$ cat src/sbs_pkg.sv
// Shared constants of the pipelined synchronous burst memory block.
// Assumes one rising-edge clock and a synchronous active-low reset.
package sbs_pkg;

  // Word layout: four byte lanes, each eight data bits and one parity bit.
  localparam int LANES = 4;
  localparam int BYTE_W = 8;
  localparam int LANE_W = 9;
  localparam int DATA_W = 32;
  localparam int WORD_W = 36;
  localparam int LANE_PARITY_BIT = 8;

  // Lane masks.
  localparam logic [3:0] ALL_LANES = 4'hf;
  localparam logic [3:0] NO_LANES = 4'h0;

  // Burst counter start and step.
  localparam logic [1:0] BURST_FIRST = 2'h0;
  localparam logic [1:0] BURST_STEP = 2'h1;

  // Burst order strap values.
  localparam logic MODE_LINEAR = 1'b0;
  localparam logic MODE_INTERLEAVED = 1'b1;

  // Reset values of sampled active-low controls: idle means high.
  localparam logic CTRL_IDLE_N = 1'b1;
  localparam logic [3:0] LANE_IDLE_N = 4'hf;

  // Depth of the write buffer in front of the array.
  localparam int WBUF_DEPTH = 2;

endpackage

$ cat src/sbs_buffer.sv
// Small first-in first-out buffer with valid and ready on both sides.
// Assumes the parent clocks it from the same clock and synchronous reset.
`timescale 1ns/1ns
module sbs_buffer #(
  parameter int WIDTH = 8,
  parameter int DEPTH = 2
) (
  // Clock and reset
  input wire logic mclk_in,
  input wire logic rstn_in,
  // Filling side
  input wire logic in_valid_in,
  input wire logic [WIDTH-1:0] in_data_in,
  output logic in_ready_out,
  // Draining side
  output logic out_valid_out,
  output logic [WIDTH-1:0] out_data_out,
  input wire logic out_ready_in
);

  localparam int PW = (DEPTH > 1) ? $clog2(DEPTH) : 1;
  localparam int CW = $clog2(DEPTH + 1);

  typedef struct packed {
    logic [DEPTH-1:0][WIDTH-1:0] slot;
    logic [PW-1:0] rd;
    logic [PW-1:0] wr;
    logic [CW-1:0] cnt;
  } sbs_buf_state_t;

  sbs_buf_state_t r;
  sbs_buf_state_t next_r;
  logic push;
  logic pop;

  function automatic logic [PW-1:0] advance(input logic [PW-1:0] p);
    if (p == PW'(DEPTH - 1))
      return '0;
    return PW'(p + PW'(1));
  endfunction

  always_comb
  begin
    next_r = r;
    push = in_valid_in && (r.cnt != CW'(DEPTH));
    pop = out_ready_in && (r.cnt != '0);
    if (push)
    begin
      next_r.slot[r.wr] = in_data_in;
      next_r.wr = advance(r.wr);
    end
    if (pop)
      next_r.rd = advance(r.rd);
    if (push && !pop)
      next_r.cnt = CW'(r.cnt + CW'(1));
    else if (pop && !push)
      next_r.cnt = CW'(r.cnt - CW'(1));
  end

  always_ff @(posedge mclk_in)
  begin
    if (!rstn_in)
      r <= '0;
    else
      r <= next_r;
  end

  assign in_ready_out = (r.cnt != CW'(DEPTH));
  assign out_valid_out = (r.cnt != '0);
  assign out_data_out = r.slot[r.rd];

endmodule

$ cat src/sbs_sram.sv
// Pipelined synchronous burst memory: registered pins, burst counter,
// byte-lane writes through a small write buffer, and a bypass scan path.
// Assumes all pins, the scan clock included, are synchronous to mclk_in.
`timescale 1ns/1ns
module sbs_sram #(
  parameter int ADDR_W = 4
) (
  // Clock and reset
  input wire logic mclk_in,
  input wire logic rstn_in,
  // Address and access control
  input wire logic [ADDR_W-1:0] addr_in,
  input wire logic processor_address_strobe_n_in,
  input wire logic controller_address_strobe_n_in,
  input wire logic burst_step_n_in,
  input wire logic chip_select_primary_n_in,
  input wire logic chip_select_high_in,
  input wire logic chip_select_third_n_in,
  input wire logic global_write_n_in,
  input wire logic byte_write_gate_n_in,
  input wire logic [3:0] byte_lane_select_n_in,
  input wire logic output_enable_n_in,
  input wire logic sleep_request_in,
  input wire logic burst_order_in,
  output logic accept_ready_out,
  // Data and parity lines
  input wire logic [31:0] data_in,
  input wire logic [3:0] parity_lines_in,
  output logic [31:0] data_out,
  output logic [3:0] parity_lines_out,
  output logic data_oe_out,
  output logic parity_lines_oe_out,
  // Boundary scan
  input wire logic test_clk_in,
  input wire logic test_data_in,
  input wire logic test_mode_select_in,
  output logic test_data_out,
  output logic test_data_oe_out
);

  localparam int DEPTH = 2 ** ADDR_W;
  localparam int ENTRY_W = ADDR_W + sbs_pkg::LANES + sbs_pkg::WORD_W;

  typedef struct packed {
    // Input register stage.
    logic [ADDR_W-1:0] a;
    logic processor_address_strobe_n;
    logic controller_address_strobe_n;
    logic adv_n;
    logic ce1_n;
    logic ce2;
    logic ce3_n;
    logic gw_n;
    logic bwe_n;
    logic [3:0] bw_n;
    logic [sbs_pkg::WORD_W-1:0] dq;
    logic zz;
    // Access state.
    logic mode;
    logic mode_taken;
    logic active;
    logic [ADDR_W-1:0] addr;
    logic [1:0] cnt;
    logic have_data;
    // Output register stage.
    logic [31:0] dout;
    logic [3:0] pout;
    logic oe;
    logic ready;
    // Array.
    logic [DEPTH-1:0][sbs_pkg::WORD_W-1:0] mem;
    // Scan path.
    logic tck;
    logic tdi_cap;
    logic tms_cap;
    logic tdo;
    logic tdo_oe;
  } sbs_state_t;

  sbs_state_t r;
  sbs_state_t next_r;

  logic buf_in_ready;
  logic buf_out_valid;
  logic [ENTRY_W-1:0] buf_out_data;
  logic push_valid;
  logic [ENTRY_W-1:0] push_data;
  logic pop_ready;

  function automatic logic starts_access(input logic processor_address_strobe_n, input logic controller_address_strobe_n,
                                         input logic ce1_n);
    // The processor strobe only counts with the primary select low.
    return (!processor_address_strobe_n && !ce1_n) || !controller_address_strobe_n;
  endfunction

  function automatic logic is_selected(input logic ce1_n, input logic ce2,
                                       input logic ce3_n);
    return !ce1_n && ce2 && !ce3_n;
  endfunction

  function automatic logic [1:0] burst_offset(input logic [1:0] first,
                                              input logic [1:0] cnt,
                                              input logic mode);
    if (mode == sbs_pkg::MODE_INTERLEAVED)
      return first ^ cnt;
    return 2'(first + cnt);
  endfunction

  // Gate low with every lane select high is still a write cycle: nothing
  // lands in the array, but the drivers stay off as for any write.
  function automatic logic write_request(input logic gw_n, input logic bwe_n);
    return !gw_n || !bwe_n;
  endfunction

  function automatic logic [3:0] lane_mask(input logic gw_n, input logic bwe_n,
                                           input logic [3:0] bw_n);
    if (!gw_n)
      return sbs_pkg::ALL_LANES;
    if (!bwe_n)
      return ~bw_n;
    return sbs_pkg::NO_LANES;
  endfunction

  always_comb
  begin
    logic start;
    logic start_p;
    logic selected;
    logic write_now;
    logic read_now;
    logic deselect;
    logic raw_deselect;
    logic [ADDR_W-1:0] base;
    logic [ADDR_W-1:0] eff;
    logic [1:0] cnt_eff;
    logic [ADDR_W-1:0] pop_addr;
    logic [3:0] pop_lanes;
    logic [sbs_pkg::WORD_W-1:0] pop_word;
    start = 1'b0;
    start_p = 1'b0;
    selected = 1'b0;
    write_now = 1'b0;
    read_now = 1'b0;
    deselect = 1'b0;
    raw_deselect = 1'b0;
    base = r.addr;
    cnt_eff = r.cnt;
    eff = r.addr;
    pop_addr = buf_out_data[ENTRY_W-1 -: ADDR_W];
    pop_lanes = buf_out_data[sbs_pkg::WORD_W +: sbs_pkg::LANES];
    pop_word = buf_out_data[sbs_pkg::WORD_W-1:0];
    next_r = r;

    // Address, control, lane, sleep and data pins are taken into the input register first.
    next_r.a = addr_in;
    next_r.processor_address_strobe_n = processor_address_strobe_n_in;
    next_r.controller_address_strobe_n = controller_address_strobe_n_in;
    next_r.adv_n = burst_step_n_in;
    next_r.ce1_n = chip_select_primary_n_in;
    next_r.ce2 = chip_select_high_in;
    next_r.ce3_n = chip_select_third_n_in;
    next_r.gw_n = global_write_n_in;
    next_r.bwe_n = byte_write_gate_n_in;
    next_r.bw_n = byte_lane_select_n_in;
    next_r.zz = sleep_request_in;
    for (int i = 0; i < sbs_pkg::LANES; i++)
    begin
      next_r.dq[i*sbs_pkg::LANE_W +: sbs_pkg::BYTE_W] = data_in[i*sbs_pkg::BYTE_W +: 8];
      next_r.dq[i*sbs_pkg::LANE_W + sbs_pkg::LANE_PARITY_BIT] = parity_lines_in[i];
    end

    // The strap is caught once after reset; later changes are ignored.
    if (!r.mode_taken)
    begin
      next_r.mode = burst_order_in;
      next_r.mode_taken = 1'b1;
    end

    // Decoding works on the input register stage, one edge behind the pins.
    start_p = !r.processor_address_strobe_n && !r.ce1_n;
    start = starts_access(r.processor_address_strobe_n, r.controller_address_strobe_n, r.ce1_n);
    selected = is_selected(r.ce1_n, r.ce2, r.ce3_n);

    // Sleep freezes access decoding; the array keeps its contents.
    if (!r.zz)
    begin
      if (start)
      begin
        if (selected)
        begin
          next_r.active = 1'b1;
          base = r.a;
          cnt_eff = sbs_pkg::BURST_FIRST;
          next_r.addr = r.a;
          // A processor-strobe start ignores the write inputs in its first cycle.
          write_now = !start_p && write_request(r.gw_n, r.bwe_n);
          read_now = !write_now;
        end
        else
        begin
          next_r.active = 1'b0;
          deselect = 1'b1;
        end
      end
      else if (r.active)
      begin
        if (!r.adv_n)
          cnt_eff = 2'(r.cnt + sbs_pkg::BURST_STEP);
        write_now = write_request(r.gw_n, r.bwe_n);
        read_now = !write_now;
      end
    end
    next_r.cnt = cnt_eff;
    eff = {base[ADDR_W-1:2], burst_offset(base[1:0], cnt_eff, r.mode)};

    // Writes queue behind the buffer so a sleep stall loses no word.
    push_valid = write_now;
    push_data = {eff, lane_mask(r.gw_n, r.bwe_n, r.bw_n), r.dq};
    pop_ready = !r.zz;
    if (buf_out_valid && pop_ready)
    begin
      for (int i = 0; i < sbs_pkg::LANES; i++)
      begin
        if (pop_lanes[i])
          next_r.mem[pop_addr][i*sbs_pkg::LANE_W +: sbs_pkg::LANE_W] =
            pop_word[i*sbs_pkg::LANE_W +: sbs_pkg::LANE_W];
      end
    end

    // A read that meets a queued write returns no data rather than stale data.
    // The host must leave one idle cycle after a write before a read, or the
    // lines stay undriven for that read.
    if (read_now && !buf_out_valid)
    begin
      for (int i = 0; i < sbs_pkg::LANES; i++)
      begin
        next_r.dout[i*sbs_pkg::BYTE_W +: 8] =
          r.mem[eff][i*sbs_pkg::LANE_W +: sbs_pkg::BYTE_W];
        next_r.pout[i] = r.mem[eff][i*sbs_pkg::LANE_W + sbs_pkg::LANE_PARITY_BIT];
      end
      next_r.have_data = 1'b1;
    end
    else if (read_now || write_now || deselect || r.zz)
    begin
      next_r.have_data = 1'b0;
    end

    // The deselect is decoded from the pins so the drivers let go at that edge.
    raw_deselect = starts_access(processor_address_strobe_n_in,
                                 controller_address_strobe_n_in,
                                 chip_select_primary_n_in) &&
                   !is_selected(chip_select_primary_n_in, chip_select_high_in,
                                chip_select_third_n_in);
    // Data of a new access from the deselected state exists only one edge
    // after its start, so the first cycle is always undriven.
    next_r.oe = next_r.have_data && !output_enable_n_in && !raw_deselect &&
                !sleep_request_in;
    // Ready reports room for one more write; with pushes and pops paired it
    // only drops for sleep or while reset is held.
    next_r.ready = buf_in_ready && !sleep_request_in;

    // Bypass scan path: sample on the rise, present on the fall.
    // The scan clock is seen only through samples on mclk_in, so it must
    // run far slower than mclk_in; each scan edge acts at the first mclk_in edge that samples it.
    next_r.tck = test_clk_in;
    if (test_clk_in && !r.tck)
    begin
      next_r.tdi_cap = test_data_in;
      next_r.tms_cap = test_mode_select_in;
    end
    if (!test_clk_in && r.tck)
    begin
      next_r.tdo = r.tdi_cap;
      next_r.tdo_oe = !r.tms_cap;
    end
  end

  always_ff @(posedge mclk_in)
  begin
    if (!rstn_in)
    begin
      // Sampled controls reset to their idle pin levels, so the first edge
      // after reset decodes neither a start nor a write.
      r <= '0;
      r.processor_address_strobe_n <= sbs_pkg::CTRL_IDLE_N;
      r.controller_address_strobe_n <= sbs_pkg::CTRL_IDLE_N;
      r.adv_n <= sbs_pkg::CTRL_IDLE_N;
      r.ce1_n <= sbs_pkg::CTRL_IDLE_N;
      r.ce3_n <= sbs_pkg::CTRL_IDLE_N;
      r.gw_n <= sbs_pkg::CTRL_IDLE_N;
      r.bwe_n <= sbs_pkg::CTRL_IDLE_N;
      r.bw_n <= sbs_pkg::LANE_IDLE_N;
      r.mode <= sbs_pkg::MODE_INTERLEAVED;
    end
    else
    begin
      r <= next_r;
    end
  end

  // Pushes and pops share the sleep gate, so at most one word waits here;
  // the second entry is headroom and no write is ever dropped.
  sbs_buffer #(
    .WIDTH(ENTRY_W),
    .DEPTH(sbs_pkg::WBUF_DEPTH)
  ) u_write_buffer (
    .mclk_in(mclk_in),
    .rstn_in(rstn_in),
    .in_valid_in(push_valid),
    .in_data_in(push_data),
    .in_ready_out(buf_in_ready),
    .out_valid_out(buf_out_valid),
    .out_data_out(buf_out_data),
    .out_ready_in(pop_ready)
  );

  // Outputs come straight from registers: the output register stage and the scan path.
  assign data_out = r.dout;
  assign parity_lines_out = r.pout;
  assign data_oe_out = r.oe;
  assign parity_lines_oe_out = r.oe;
  assign accept_ready_out = r.ready;
  assign test_data_out = r.tdo;
  assign test_data_oe_out = r.tdo_oe;

endmodule

$ cat config.mk
export PLATFORM = sky130hd
export DESIGN_NAME = sbs_sram
export DESIGN_NICKNAME = d
export VERILOG_FILES = /design/src/sbs_pkg.sv /design/src/sbs_buffer.sv /design/src/sbs_sram.sv
export SDC_FILE = /design/constraint.sdc
export NUM_CORES = 2
export LEC_CHECK = 0
export BUFFER_PORTS_ARGS = -buffer_cell sky130_fd_sc_hd__buf_2
export CORE_MARGIN = 10
export CORE_UTILIZATION = 45
export CTS_BUF_LIST = sky130_fd_sc_hd__clkbuf_4 sky130_fd_sc_hd__clkbuf_8
export DETAILED_ROUTE_END_ITERATION = 10
export PLACE_DENSITY_LB_ADDON = 0.2
export REMOVE_ABC_BUFFERS = 1
export SETUP_SLACK_MARGIN = 0.15
export SLEW_MARGIN = 10
export SYNTH_ARGS = -nofsm -noshare
export SYNTH_HDL_FRONTEND = slang
export SYNTH_SLANG_ARGS = --single-unit
$ cat constraint.sdc
create_clock -name mclk_in -period 5.36 [get_ports mclk_in]
set_input_delay 0.268 -clock mclk_in [delete_from_list [all_inputs] [get_ports mclk_in]]
set_output_delay 0.268 -clock mclk_in [all_outputs]
set_load 0.005 [all_outputs]
---- After elaboration in Yosys (flattened, before gate mapping) ----
Index checks and enable logic that the tools add are counted.
operators by class
  add/subtract/negate cells ............... 6
  multipliers ............................. 0
  div/mod/pow operators ................... 0
  $lt $le $gt $ge ......................... 6
  equal/unequal tests ..................... 1
  shifts and indexed selects .............. 0
  multiplexer cells ....................... 67
  bitwise operators ....................... 3
  reductions and logical operators ........ 54
operator list
  kind                                                                                  number
  576-bit 2-to-1 mux                                                                    7
  576-bit bitwise mux                                                                   4
  36-bit demux with 4-bit select                                                        4
  36-bit binary-select mux with 4-bit select                                            1
  44-bit 2-to-1 mux                                                                     3
  88-bit bitwise mux                                                                    1
  36-bit 2-to-1 mux                                                                     2
  44-bit demux with 1-bit select                                                        1
  4-bit 2-to-1 mux                                                                      7
  27-bit 2-to-1 mux                                                                     1
  1-bit 2-to-1 mux                                                                      25
  1-bit logical NOT                                                                     24
  1-bit logical AND                                                                     21
  18-bit 2-to-1 mux                                                                     1
  2-bit 2-to-1 mux                                                                      9
  4-bit by 5-bit < comparator with 1-bit output (second input constant)                 2
  9-bit 2-to-1 mux                                                                      1
  1-bit logical OR                                                                      6
  2-bit by 1-bit adder with 2-bit output (second input constant)                        2
  4-bit by 1-bit greater-or-equal comparator with 1-bit output (second input constant)  1
  1-bit by 2-bit < comparator with 1-bit output (second input constant)                 2
  4-bit NOT                                                                             1
  2-bit nonzero test                                                                    2
  1-bit adder (second input constant)                                                   2
  other kinds (7)                                                                       7
word-level totals
  register bits ........................... 774
  latch bits .............................. 0
  bits in writable memories ............... 0
  bits in read-only memories .............. 0
  bits of input ports ..................... 60
  output and inout bits ................... 41
  word-level logic and storage cells ...... 185
  memories kept ........................... 0

---- Logic depth before layout (Yosys ltp) ----
  depth after elaboration ................. 17
  gate-level depth with buffers ........... 15
  depth with buffers taken out ............ 12

---- Cells and area by module ----
A second synthesis with hierarchy kept.
second synthesis, totals
  cell total of the unflattened synthesis .. 4004
  area, all modules ....................... 34785.9 µm²
by module, submodules not included
  module      times used  cells each  area each (µm²)  seq. area each (µm²)
  sbs_sram    1           3601        30693.2          13653.1
  sbs_buffer  1           403         4092.7           1841.8

---- Worst setup path before layout ----
No wires, ideal clock.
  path kind ............................... reg-to-reg
  start point ............................. register r[629] in the netlist's numbering
  end point ............................... register r (netlist bit data_out[10])
  setup time .............................. 0.059 ns
  data arrival time ....................... 2.729 ns
  required time ........................... 5.301 ns
  setup slack ............................. 2.573 ns
  stages on the path, launching flop included .. 13
  buffers on the path ..................... 4
  period minus slack after synthesis ...... 2.787 ns
  cells stage by stage .................... dfxtp_1 buf_2 a21oi_2 nand2_1 mux2_2 ha_1 clkbuf_1 nand2b_1 clkbuf_1 clkbuf_1 a211oi_1 o41ai_1 o211a_1
between the ends
  longest elaborated chain between the ends .. 6
  elaborated cells between the ends (all ways) .. 10
  classes of those cells .................. 1 x add/sub; 7 x mux; 1 x bitwise; 1 x reduce/logical
RTL lines
  what                                                 line             source
  start, declared                                      sbs_sram.sv:80   sbs_state_t r;
  start signal, assigned                               sbs_sram.sv:297  r <= next_r;
  branches (longest 3 deep; another with 2-bit adder)  -
  2-bit 2-to-1 mux (*)                                 sbs_sram.sv:106  return 2'(first + cnt);
  net push_data[40]                                    sbs_sram.sv:87   logic [ENTRY_W-1:0] push_data;
  36-bit binary-select mux with 4-bit select (*)       sbs_sram.sv:238  r.mem[eff][i*sbs_pkg::LANE_W +: sbs_pkg::BYTE_W];
  36-bit 2-to-1 mux (*)                                -
Mark *: on every way through the listed nets, which the timed path passes. The select of a mux whose other input is x is not followed.
A chain may end at the register's enable or synchronous reset.

---- Final worst setup path ----
  start point ............................. register r[629] in the netlist's numbering
  end point ............................... register r (netlist bit data_out[23])
between the ends
  longest elaborated chain between the ends .. 6
  elaborated cells between the ends (all ways) .. 10
  classes of those cells .................. 1 x add/sub; 7 x mux; 1 x bitwise; 1 x reduce/logical
RTL lines
  what
  branches (longest 6 deep; another with 2-bit adder)
Several ways; the timed one is not identified. The select of a mux whose other input is x is not followed.

==> impl_metrics.tcl <==
set metrics [dict create \
    status "complete, no violations" \
    ant_nets 0 \
    die_area_sq_mm 0.0845 \
    post-place-ws_ns 1.18 \
    fmax_mhz 235 \
    synth-edff-count 0 \
    min_period_ns 4.26 \
    cts.clk_slew.worst_paths_ns 0.06 \
    postCtsHoldBufs 60 \
    initial_core_util_pct 45.3 \
    finalHoldViolCount 0 \
    cts_made_buffers 134 \
    pin_count 101 \
    antenna_found_initial 3 \
    postCtsSetupBuffers 0 \
    multiInputGateArea_sq_mm 0.0159 \
    arrival_ns 5.00 \
    cts_buffer_depth 3 \
    crit_fanout 74 \
    start_kind "register" \
    rsz0062_at_grt "no" \
    detail_route.wl_per_cell_microns 22.3 \
    pwr_density_cell_mw_per_mm2 318 \
    drive_gt1_share_pct 14.3 \
    cts_sinks 774 \
    grt_max_degree 209 \
    synth_cell_types 54 \
    critPathCaptureType "register" \
    async_flop_share_pct 0 \
    layout_setup_ws_ns 1.10 \
    worstMarginPinSlew_ns 1.32 \
    ys.flop_type "dfxtp_1" \
    hold_path.class "input pin to register" \
    fin_tns_setup_ns 0 \
    setup_violations 0 \
    gp_congestion 0.805 \
    worstPathRequired_ns 6.09 \
    worstSetupPathType "register to register" \
    seqCellArea_sq_mm 0.0155 \
    die_width_microns 291 \
    ys_warn_count 0 \
    finalMaxSlewViolations 0 \
    cts_tree "yes" \
    hpwl_microns 58000 \
    post-route-period-util_pct 79.5 \
    wl_microns 101000 \
    drv_cap 0 \
    drc_errors 0 \
    grtUsageTotal_pct 22.9 \
    yosysSeqAreaShare_pct 47.0 \
    areaGrowthSynthToFinish_pct 13.9 \
    row_count 99 \
    ys_seq_elements 774 \
    synthCells 3470 \
    n_fill_cell 6563 \
    drtPass1Iterations 6 \
    clockRootBuffer "clkbuf_8" \
    avgSynthCellArea_sq_um 9.51 \
    stdcell_count 4561 \
    gr-total-overflow 0 \
    grt_pass1_vias 27300 \
    clk_latency_ns 0.81 \
    power.total_mw 12.0 \
    p_leak_nw 21.6 \
    vias_per_cell 6.03 \
    htreeDepth 4 \
    grt_pass1_wl_microns 156000 \
    drtIter0Drc 2362 \
    fin_worst_skew_ns 0.0330 \
    core_sq_mm 0.0728 \
    peakVddDrop_uv 216 \
    slew_headroom_pct 12.0 \
    via_count 27500 \
    synthesis.area_sq_mm 0.0330 \
    fin_hold_ws_ns 0.190 \
    die_h_microns 291 \
    cts_resized 0 \
    dp_cells 4259 \
    numPortBuffers 100 \
    layout.nets 3558 \
]
## state kept, by name, summed over array words and instances, names as in the netlist, 4 cells and up
name	flops
r	606
push_data	36
parity_lines_out	4
u_write_buffer.r	92
data_out	32
## logic make-up after synthesis
kind of cell	after synthesis	synth area share, %
buffers and inverters	377	5.23
flip-flops	774	47.0
adder cells (fa/ha/maj)	2	0.0759
AO/OA/AOI/OAI	1051	28.8
multiplexers	110	3.37
AND/OR/NAND/NOR	1153	15.5
XOR/XNOR	3	0.0797
## path summary, 6_finish.rpt
| kind | start | slack (ns) | endpoint | depth (start not counted) |
|---|---|---|---|---|
| min | controller_address_strobe_n_in | 0.19 | r[676] | 3 |
| min reg2reg | push_data[3] | 0.45 | u_write_buffer.r[51] | 1 |
| max reg2reg | r[629] | 1.10 | data_out[23] | 12 |
| max | r[629] | 1.10 | data_out[23] | 12 |
## cell usage in the layout (no fill, tap or decap), types with 4 or more instances in the layout
cell type / count
nand2_1: 764
and2_1: 51
inv_6: 6
inv_1: 7
nand3_1: 9
o31ai_1: 5
a22o_1: 41
nor2_1: 49
nand2b_1: 18
clkbuf_8: 167
mux2i_2: 8
a211oi_1: 180
o41ai_2: 10
a21boi_0: 41
clkbuf_4: 41
nor3_1: 10
buf_12: 11
buf_2: 99
o21ai_0: 47
a221oi_1: 31
o22ai_1: 6
nor3b_1: 4
nor2b_1: 14
and3_1: 180
dlygate4sd3_1: 60
clkinv_2: 15
buf_4: 89
and4_1: 5
mux2i_1: 97
a31oi_1: 38
dfxtp_1: 773
o41ai_1: 26
nor2_2: 27
o32ai_1: 4
o211a_1: 610
mux2_2: 5
## area by class of cell
cell class              count  area share [%]
flip-flops and latches    774            41.2
repair buffers            260            5.32
multi-input cells        2319            42.4
clock inverters            31           0.772
well taps                 959            3.19
diodes                      3          0.0200
clock buffers             208            6.94
inverters                   7          0.0699
## metrics by stage
stage	area, sq um	util [%]
6_report	37600	51.6
3_3_place_gp	34100	46.8
2_1_floorplan	31300	-
5_1_grt	37600	51.6
3_5_place_dp	34100	46.8
4_1_cts	37600	51.6
## cells in the mapped netlist (7+ instances only)
cell | number | share of area (%)
nor3_1 | 10 | 0.15
a211oi_1 | 180 | 4.1
a21boi_0 | 41 | 0.93
nand2_1 | 766 | 8.7
a221oi_1 | 31 | 0.82
clkbuf_1 | 253 | 2.9
nor2b_1 | 18 | 0.34
nor2_1 | 76 | 0.86
o21ai_0 | 47 | 0.71
and2_1 | 53 | 1.0
buf_4 | 51 | 1.2
a31oi_1 | 38 | 0.72
nand3_1 | 10 | 0.15
o41ai_2 | 10 | 0.49
o41ai_1 | 26 | 0.69
o211a_1 | 610 | 19
inv_1 | 7 | 0.080
dfxtp_1 | 774 | 47
and3_1 | 181 | 3.4
buf_2 | 53 | 0.80
mux2i_1 | 104 | 3.2
nand2b_1 | 22 | 0.42
a22o_1 | 41 | 1.1
## power by group
group	switching, mW	total, mW	leakage, nW	internal (mW)
Sequential	0.0546	5.85	6.25	5.79
Clock	2.49	5.75	1.54	3.26
Combinational	0.209	0.349	13.8	0.140
## worst max-delay path, stage by stage, from the launching register on
cell and delay, ns:
dfxtp_1 0.57, a21oi_2 0.08, nand2_1 0.22, mux2_2 0.38, ha_1 0.18, nand2b_1 0.09
a21o_1 0.16, a21o_4 0.65, and2_2 1.01, buf_4 0.37, nand2_1 0.08, a31oi_1 0.18
o211a_1 0.17
## metal layers
metal  vias up  track usage, %  wire length, microns
li1      12700               -                     -
met1     13600            29.5                 44500
met2      1000            37.3                 46800
met3       217            4.01                  6860
met4         0            9.78                  3280
met5         -               0                     0
(Power assumes the default switching activity.)
